## config.mk

```make
export PLATFORM = sky130hd
export DESIGN_NAME = ndsr_die_status
export DESIGN_NICKNAME = d
export VERILOG_FILES = /design/src/logic/ndsr_pkg.sv /design/src/logic/ndsr_plane_flags.sv /design/src/logic/ndsr_die_status.sv
export SDC_FILE = /design/constraint.sdc
export NUM_CORES = 1
export LEC_CHECK = 0
export ABC_AREA = 1
export BUFFER_PORTS_ARGS = -buffer_cell sky130_fd_sc_hd__buf_4
export CAP_MARGIN = 20
export CORE_UTILIZATION = 35
export DETAILED_ROUTE_END_ITERATION = 8
export GPL_TIMING_DRIVEN = 0
export MAX_ROUTING_LAYER = met4
export RECOVER_POWER = 50
export SYNTH_ARGS = -nofsm -noshare
export SYNTH_HDL_FRONTEND = slang
export SYNTH_SLANG_ARGS = --single-unit
```

## constraint.sdc

```tcl
create_clock -name I_SYS_CLK -period 1.1 [get_ports I_SYS_CLK]
set_input_delay 0.055 -clock I_SYS_CLK [delete_from_list [all_inputs] [get_ports I_SYS_CLK]]
set_output_delay 0.055 -clock I_SYS_CLK [all_outputs]
set_load 0.05 [all_outputs]
```

## src/logic/ndsr_pkg.sv

```systemverilog
package ndsr_pkg;
  localparam logic [7:0] CMD_STATUS      = 8'h70;
  localparam logic [7:0] CMD_STATUS_ADDR = 8'h78;
  localparam logic [7:0] CMD_READ_MODE   = 8'h00;
  localparam logic [7:0] CMD_RESET       = 8'hFF;
  localparam int         BIT_WP          = 7;
  localparam int         BIT_RDY         = 6;
  localparam int         BIT_ARRAY_READY        = 5;
  localparam int         BIT_PRIOR_OP_ERROR       = 1;
  localparam int         BIT_FAIL        = 0;
  localparam int         NUM_PLANES      = 2;
  localparam int         ROW_CYCLES      = 3;
  localparam int         PLANE_ROW_BIT   = 7;
  localparam int         DIE_ROW_BIT     = 7;
  localparam logic [7:0] STATUS_RESET    = 8'h00;
  localparam logic [1:0] ADDR_CNT_RESET  = 2'h0;
  typedef enum logic [1:0] {
    NDSR_IDLE   = 2'b00,
    NDSR_ADDR   = 2'b01,
    NDSR_STATUS = 2'b11,
    NDSR_OTHER  = 2'b10
  } ndsr_mode_t;
endpackage

```

## src/logic/ndsr_plane_flags.sv

```systemverilog
`timescale 1ns/1ps
module ndsr_plane_flags (
  input  wire logic i_clk,
  input  wire logic i_rst,
  input  wire logic i_done,
  input  wire logic i_fail,
  input  wire logic i_is_prog,
  output logic      o_prior_op_error,
  output logic      o_last_fail
);
  logic prior_ff;
  logic last_ff;
  logic nxt_prior;
  logic nxt_last;

  always_comb begin
    nxt_prior = prior_ff;
    nxt_last  = last_ff;
    if (i_done) begin
      // Last result shifts into previous slot only for program series
      if (i_is_prog) begin
        nxt_prior = last_ff;
      end
      nxt_last = i_fail;
    end
  end

  always_ff @(posedge i_clk) begin
    if (i_rst) begin
      prior_ff <= 1'b0;
      last_ff  <= 1'b0;
    end else begin
      prior_ff <= nxt_prior;
      last_ff  <= nxt_last;
    end
  end

  assign o_prior_op_error = prior_ff;
  assign o_last_fail      = last_ff;
endmodule

```

## src/logic/ndsr_die_status.sv

```systemverilog
`timescale 1ns/1ps
module ndsr_die_status (
  input  wire logic                         I_SYS_CLK,
  input  wire logic                         I_SYS_RST,
  input  wire logic                         I_CMD_VALID,
  input  wire logic [7:0]                   I_CMD,
  input  wire logic                         I_ADDR_VALID,
  input  wire logic [7:0]                   I_ADDR,
  input  wire logic                         I_DATA_REQ,
  input  wire logic                         I_WP_N,
  input  wire logic                         I_OTP_MODE,
  input  wire logic                         I_DIE_ID,
  input  wire logic                         I_DIE_READY,
  input  wire logic [ndsr_pkg::NUM_PLANES-1:0] I_PLANE_BUSY,
  input  wire logic [ndsr_pkg::NUM_PLANES-1:0] I_PLANE_ACTIVE,
  input  wire logic [ndsr_pkg::NUM_PLANES-1:0] I_OP_DONE,
  input  wire logic [ndsr_pkg::NUM_PLANES-1:0] I_OP_FAIL,
  input  wire logic                         I_OP_IS_PROG,
  output logic [7:0]                        O_DQ,
  output logic                              O_DQ_OE,
  output logic                              O_DIE_SELECTED,
  output logic                              O_STATUS_MODE,
  output logic [7:0]                        O_DIE_STATUS_BYTE
);
  logic                        wp_meta_ff;
  logic                        wp_sync_ff;
  ndsr_pkg::ndsr_mode_t        mode_ff;
  ndsr_pkg::ndsr_mode_t        nxt_mode;
  logic [1:0]                  addr_cnt_ff;
  logic [1:0]                  nxt_addr_cnt;
  logic                        plane_sel_ff;
  logic                        nxt_plane_sel;
  logic                        addressed_ff;
  logic                        nxt_addressed;
  logic                        selected_ff;
  logic                        nxt_selected;
  logic [7:0]                  status_ff;
  logic [7:0]                  nxt_status;
  logic [7:0]                  dq_ff;
  logic [7:0]                  nxt_dq;
  logic                        oe_ff;
  logic                        nxt_oe;
  logic                        status_mode_ff;
  logic                        nxt_status_mode;
  logic                        nxt_wp_meta;
  logic                        nxt_wp_sync;
  logic [ndsr_pkg::NUM_PLANES-1:0] prior_err;
  logic [ndsr_pkg::NUM_PLANES-1:0] last_fail;

  genvar gp;
  generate
    for (gp = 0; gp < ndsr_pkg::NUM_PLANES; gp++) begin : g_plane
      ndsr_plane_flags u_flags (
        .i_clk            (I_SYS_CLK),
        .i_rst            (I_SYS_RST),
        .i_done           (I_OP_DONE[gp]),
        .i_fail           (I_OP_FAIL[gp]),
        .i_is_prog        (I_OP_IS_PROG),
        .o_prior_op_error (prior_err[gp]),
        .o_last_fail      (last_fail[gp])
      );
    end
  endgenerate

  // Pin comes from outside the clock domain; only the second stage feeds logic
  always_comb begin
    nxt_wp_meta = I_WP_N;
    nxt_wp_sync = wp_meta_ff;
  end

  always_ff @(posedge I_SYS_CLK) begin
    if (I_SYS_RST) begin
      wp_meta_ff <= 1'b0;
      wp_sync_ff <= 1'b0;
    end else begin
      wp_meta_ff <= nxt_wp_meta;
      wp_sync_ff <= nxt_wp_sync;
    end
  end

  // Command decode; a command cycle always restarts the row count
  always_comb begin
    nxt_mode      = mode_ff;
    nxt_addr_cnt  = addr_cnt_ff;
    nxt_plane_sel = plane_sel_ff;
    nxt_addressed = addressed_ff;
    nxt_selected  = selected_ff;
    if (I_CMD_VALID) begin
      nxt_addr_cnt = ndsr_pkg::ADDR_CNT_RESET;
      case (I_CMD)
        ndsr_pkg::CMD_STATUS: begin
          // Plain status: only the last-selected die answers, busy or not
          nxt_mode      = ndsr_pkg::NDSR_STATUS;
          nxt_addressed = 1'b0;
        end
        ndsr_pkg::CMD_STATUS_ADDR: begin
          // Accepted regardless of busy; OTP mode blocks it
          if (!I_OTP_MODE) begin
            nxt_mode = ndsr_pkg::NDSR_ADDR;
          end else begin
            nxt_mode = ndsr_pkg::NDSR_OTHER;
          end
        end
        default: begin
          nxt_mode = ndsr_pkg::NDSR_OTHER;
        end
      endcase
    end else begin
      case (mode_ff)
        ndsr_pkg::NDSR_ADDR: begin
          // Die bit comes last, so selection waits for every row cycle
          if (I_ADDR_VALID) begin
            nxt_addr_cnt = addr_cnt_ff + 2'h1;
            if (addr_cnt_ff == ndsr_pkg::ADDR_CNT_RESET) begin
              nxt_plane_sel = I_ADDR[ndsr_pkg::PLANE_ROW_BIT];
            end
            if (addr_cnt_ff == 2'(ndsr_pkg::ROW_CYCLES - 1)) begin
              nxt_selected  = (I_ADDR[ndsr_pkg::DIE_ROW_BIT] == I_DIE_ID);
              nxt_addressed = 1'b1;
              nxt_mode      = ndsr_pkg::NDSR_STATUS;
            end
          end
        end
        ndsr_pkg::NDSR_IDLE,
        ndsr_pkg::NDSR_STATUS,
        ndsr_pkg::NDSR_OTHER: begin
          // Stray address cycles belong to other commands
          nxt_addr_cnt = addr_cnt_ff;
        end
        default: begin
          nxt_mode = ndsr_pkg::NDSR_IDLE;
        end
      endcase
    end
    // Registered copy keeps the status-mode output glitch free
    nxt_status_mode = (nxt_mode == ndsr_pkg::NDSR_STATUS);
  end

  always_ff @(posedge I_SYS_CLK) begin
    if (I_SYS_RST) begin
      mode_ff        <= ndsr_pkg::NDSR_IDLE;
      addr_cnt_ff    <= ndsr_pkg::ADDR_CNT_RESET;
      plane_sel_ff   <= 1'b0;
      addressed_ff   <= 1'b0;
      // A lone die must answer plain status before any addressed command
      selected_ff    <= 1'b1;
      status_mode_ff <= 1'b0;
    end else begin
      mode_ff        <= nxt_mode;
      addr_cnt_ff    <= nxt_addr_cnt;
      plane_sel_ff   <= nxt_plane_sel;
      addressed_ff   <= nxt_addressed;
      selected_ff    <= nxt_selected;
      status_mode_ff <= nxt_status_mode;
    end
  end

  // Status byte assembly, refreshed every cycle so busy polling sees changes
  always_comb begin
    nxt_status = ndsr_pkg::STATUS_RESET;
    nxt_status[ndsr_pkg::BIT_WP]   = I_OTP_MODE ? 1'b0 : wp_sync_ff;
    nxt_status[ndsr_pkg::BIT_RDY]  = I_DIE_READY;
    nxt_status[ndsr_pkg::BIT_ARRAY_READY] = ~|I_PLANE_BUSY;
    if (addressed_ff) begin
      nxt_status[ndsr_pkg::BIT_PRIOR_OP_ERROR] = prior_err[plane_sel_ff];
      nxt_status[ndsr_pkg::BIT_FAIL]  = last_fail[plane_sel_ff];
    end else begin
      // Validity after erase/read left to host interpretation
      nxt_status[ndsr_pkg::BIT_PRIOR_OP_ERROR] = |(prior_err & I_PLANE_ACTIVE);
      nxt_status[ndsr_pkg::BIT_FAIL]  = |(last_fail & I_PLANE_ACTIVE);
    end
  end

  // Data output
  always_comb begin
    nxt_dq = dq_ff;
    nxt_oe = 1'b0;
    if (mode_ff == ndsr_pkg::NDSR_STATUS && selected_ff && I_DATA_REQ) begin
      nxt_dq = nxt_status;
      nxt_oe = 1'b1;
    end
  end

  always_ff @(posedge I_SYS_CLK) begin
    if (I_SYS_RST) begin
      status_ff <= ndsr_pkg::STATUS_RESET;
      dq_ff     <= ndsr_pkg::STATUS_RESET;
      oe_ff     <= 1'b0;
    end else begin
      status_ff <= nxt_status;
      dq_ff     <= nxt_dq;
      oe_ff     <= nxt_oe;
    end
  end

  assign O_DQ              = dq_ff;
  assign O_DQ_OE           = oe_ff;
  assign O_DIE_SELECTED    = selected_ff;
  assign O_STATUS_MODE     = status_mode_ff;
  assign O_DIE_STATUS_BYTE = status_ff;
endmodule

```

==> impl_results.md <==
* Mean area per synthesized cell at around 7.5 um^2
* Status: finished clean
* Post-synth top area share at 44.7%
* Critical path fanouts, max at 5
* Placer congestion estimate at 0.876
* Drt total wl at between 2 and 2.5 mm
* Worst Skew at about 0.0028 ns
* Mapped Cells at 150
* Dpl ws at -0.0169 ns
* Initial drt markers at 37
* Clk_lat worst skew at just over 0.3 ns
* Initial antenna violation count at 0
* Post-synth ARST share at 0%
* Die X-Extent at ~60 um
* CP endpoint kind: register
* Layout area overhead at 49.9%
* Final setup vio count at 0
* Synth warn at 0
* Hold/Removal Path Class: input pin to register
* Ports at 53
* Row Count at 20
* Synthesized area at between 1000 and 1500 um^2
* RSZ-0062 raised after global routing: true
* CTS root buf: clkbuf_4
* Antenna viol nets, final at 0
* Final Util at between 50% and 60%
* Multi-input logic area at about 530 um^2
* Clock power share at a little under a quarter
* WL/cell at between 9 and 10 um
* Hold Vio Cnt, Final at 0
* Share of post-route cells with drive strength above 1 at a little over a third
* Synth area leaders: dfxtp_1 (45%), inv_1 (8.1%), nor2_1 (7.4%)
* CP Data Required Time at around 1.3 ns
* DRC viols at 0
* Switching power share of the total at about 27%
* Total internal power at 0.00123 W
* CTS sink count at 25
* Slew Viols, Final at 0
* Number of synthesized register bits at 25
* Peak supply drop at approximately 0.54 mV
* Setup TNS at 0 ns
* GRT Total Usage at between 10% and 20%
* Psw at 0.000466 W
* Port bufs at 38
* DR vias/cell at between 4 and 5
* Lkg Pwr at ~0.8 nW
* Final min period at between 1 and 1.5 ns
* Sequential Area at a little over 500 um^2
* Most used DFF post-synth: dfxtp_1
* Critical path startpoint category: register
* Pre-Repair DR Iteration Count at 3
* Post-route setup slack at 0.0552 ns
* Gr ovfl total at 0
* H-tree depth at 1
* Peak Freq at approximately 960 MHz
* Period utilisation layout at between 90% and 100%
* Routed vias at around 1100
* Core area at approximately 3100 um^2
* Critical Path AT at 1.25 ns
* Crit Path Category: register to register
* TritonCTS Buffers at 3
* Max cap viols at 0
* Sequential area share after synthesis at between 40 and 50%
* Die area at between 3000 and 4000 um^2
* Combinational share of power at between 20% and 30%
* PD cells at 1010 nW/um^2
* Nets at roughly 250
* Initial Utilization at 36.6%
* EDFF count, synth at 0
* Yosys top cell by area: dfxtp_1
* Die height at 58.5 um
* Netlist cell types at 22
* Pin count of the biggest net entering global routing at 14
* Global-route wire length before repair at approximately 4 mm
* HPWL Detailed at 1.77 mm
* FILL cells at between 300 and 400
* Seq pwr share at between 50% and 60%
* Vias in the first global route at 989
* Longest Clk Path Bufs at 2
* N_diodes at 0
* Worst-path clk slew at approximately 0.12 ns
* CTS tree: built
[Yosys cell counts (2+ instances only)]
cell type / n
buf_4: 6
nor2_2: 5
nand2_1: 21
dfxtp_1: 25
a21oi_1: 15
nor2_1: 22
nand3_1: 6
inv_1: 24
ha_1: 2
o21ai_0: 7
or2_2: 2
o21ai_1: 5
[area by class of cell]
| class | instances | share of cell area, % |
|---|---|---|
| flip-flops and latches | 25 | 30.2 |
| inverters | 25 | 6.12 |
| repair buffers | 51 | 23.4 |
| well taps | 44 | 3.28 |
| plain buffers | 8 | 3.66 |
| clock buffers | 4 | 1.57 |
| multi-input cells | 97 | 31.7 |
[power by group through the flow]
stage	logic, W	clock network (W)	registers [W]
3_5_place_dp	0.000314	0	0.000974
2_1_floorplan	0.000153	0	0.00102
6_report	0.000349	0.000392	0.000957
4_1_cts	0.000349	0.000413	0.000956
5_1_grt	0.000378	0.000453	0.000962
3_3_place_gp	0.000309	0	0.000973
[worst max-delay path, stage by stage (launching register included)]
cell	delay (ns)
dfxtp_2	0.42
nand2_1	0.10
nor2_2	0.16
inv_1	0.11
nor2_2	0.12
a211oi_2	0.04
[state kept, by name, indices dropped and copies added, names as in the netlist, 2 cells and up]
name and cells:
O_DIE_STATUS_BYTE 5, O_DQ 5, mode_ff 2, g_plane.u_flags.o_prior_op_error 2, addr_cnt_ff 2, g_plane.u_flags.o_last_fail 2
[stage by stage]
stage / instance area (um^2) / hold slack (ns) / power [W] / std cells
after floorplan: 1140 / 0.162 / 0.00117 / 155
after global placement: 1480 / 0.255 / 0.00128 / 237
after detailed placement: 1480 / 0.262 / 0.00129 / 237
after CTS: 1660 / 0.00478 / 0.00172 / 253
after global routing: 1680 / 0.0157 / 0.00179 / 254
final: 1680 / 0.0193 / 0.00170 / 254
[cell usage in the layout (no fill, tap or decap)]
cell | netlist | routed
buf_4 | 6 | 41
inv_1 | 24 | 22
nand2_1 | 21 | 21
nor2_1 | 22 | 21
dfxtp_1 | 25 | 20
a21oi_1 | 15 | 14
dlygate4sd3_1 | 0 | 10
clkbuf_2 | 0 | 7
o21ai_0 | 7 | 6
nor2_2 | 5 | 6
o21ai_1 | 5 | 6
conb_1 | 1 | 6
dfxtp_2 | 0 | 5
nand3_1 | 6 | 4
clkbuf_4 | 0 | 3
or2_2 | 2 | 2
ha_4 | 0 | 2
inv_2 | 0 | 1
buf_6 | 1 | 1
clkinvlp_4 | 0 | 1
nand3_4 | 0 | 1
a21oi_2 | 0 | 1
a21boi_1 | 1 | 1
a211oi_2 | 1 | 1
nand3_2 | 0 | 1
nor3_4 | 0 | 1
xnor2_1 | 1 | 1
o211ai_1 | 1 | 1
nand4_2 | 1 | 1
clkinv_4 | 1 | 1
clkbuf_1 | 0 | 1
[final timing paths]
check	from	to	slack, ns	depth (start not counted)
max reg2reg	mode_ff[0]	addr_cnt_ff[1]	0.06	5
min	I_ADDR[7]	plane_sel_ff	0.02	3
max	mode_ff[0]	addr_cnt_ff[1]	0.06	5
min reg2reg	nxt_wp_sync	wp_sync_ff	0.42	2
[logic make-up after synthesis]
| group | after synthesis | synth area share [%] |
|---|---|---|
| AO/OA/AOI/OAI | 30 | 14.5 |
| XOR/XNOR | 1 | 0.783 |
| AND/OR/NAND/NOR | 58 | 23.0 |
| flip-flops | 25 | 44.7 |
| other | 1 | 0.335 |
| adder cells (fa/ha/maj) | 2 | 2.24 |
| buffers and inverters | 33 | 14.3 |
[metal layers]
layer | GRT usage, % | part of all wire, %
met5 | - | 0
met1 | 18.1 | 46
met2 | 26.6 | 49
met4 | 5.10 | 0.78
met3 | 1.98 | 4.6
[repair_timing]
action	4_1_cts	5_1_grt
hold endpoints to repair	12	0
gates cloned	0	0
buffers inserted	2	1
hold buffers	10	0
endpoints found under the setup margin	4	12
pin swaps	4	3
resized for setup	10	6
No activity file was read; power rests on OpenSTA's default activity.
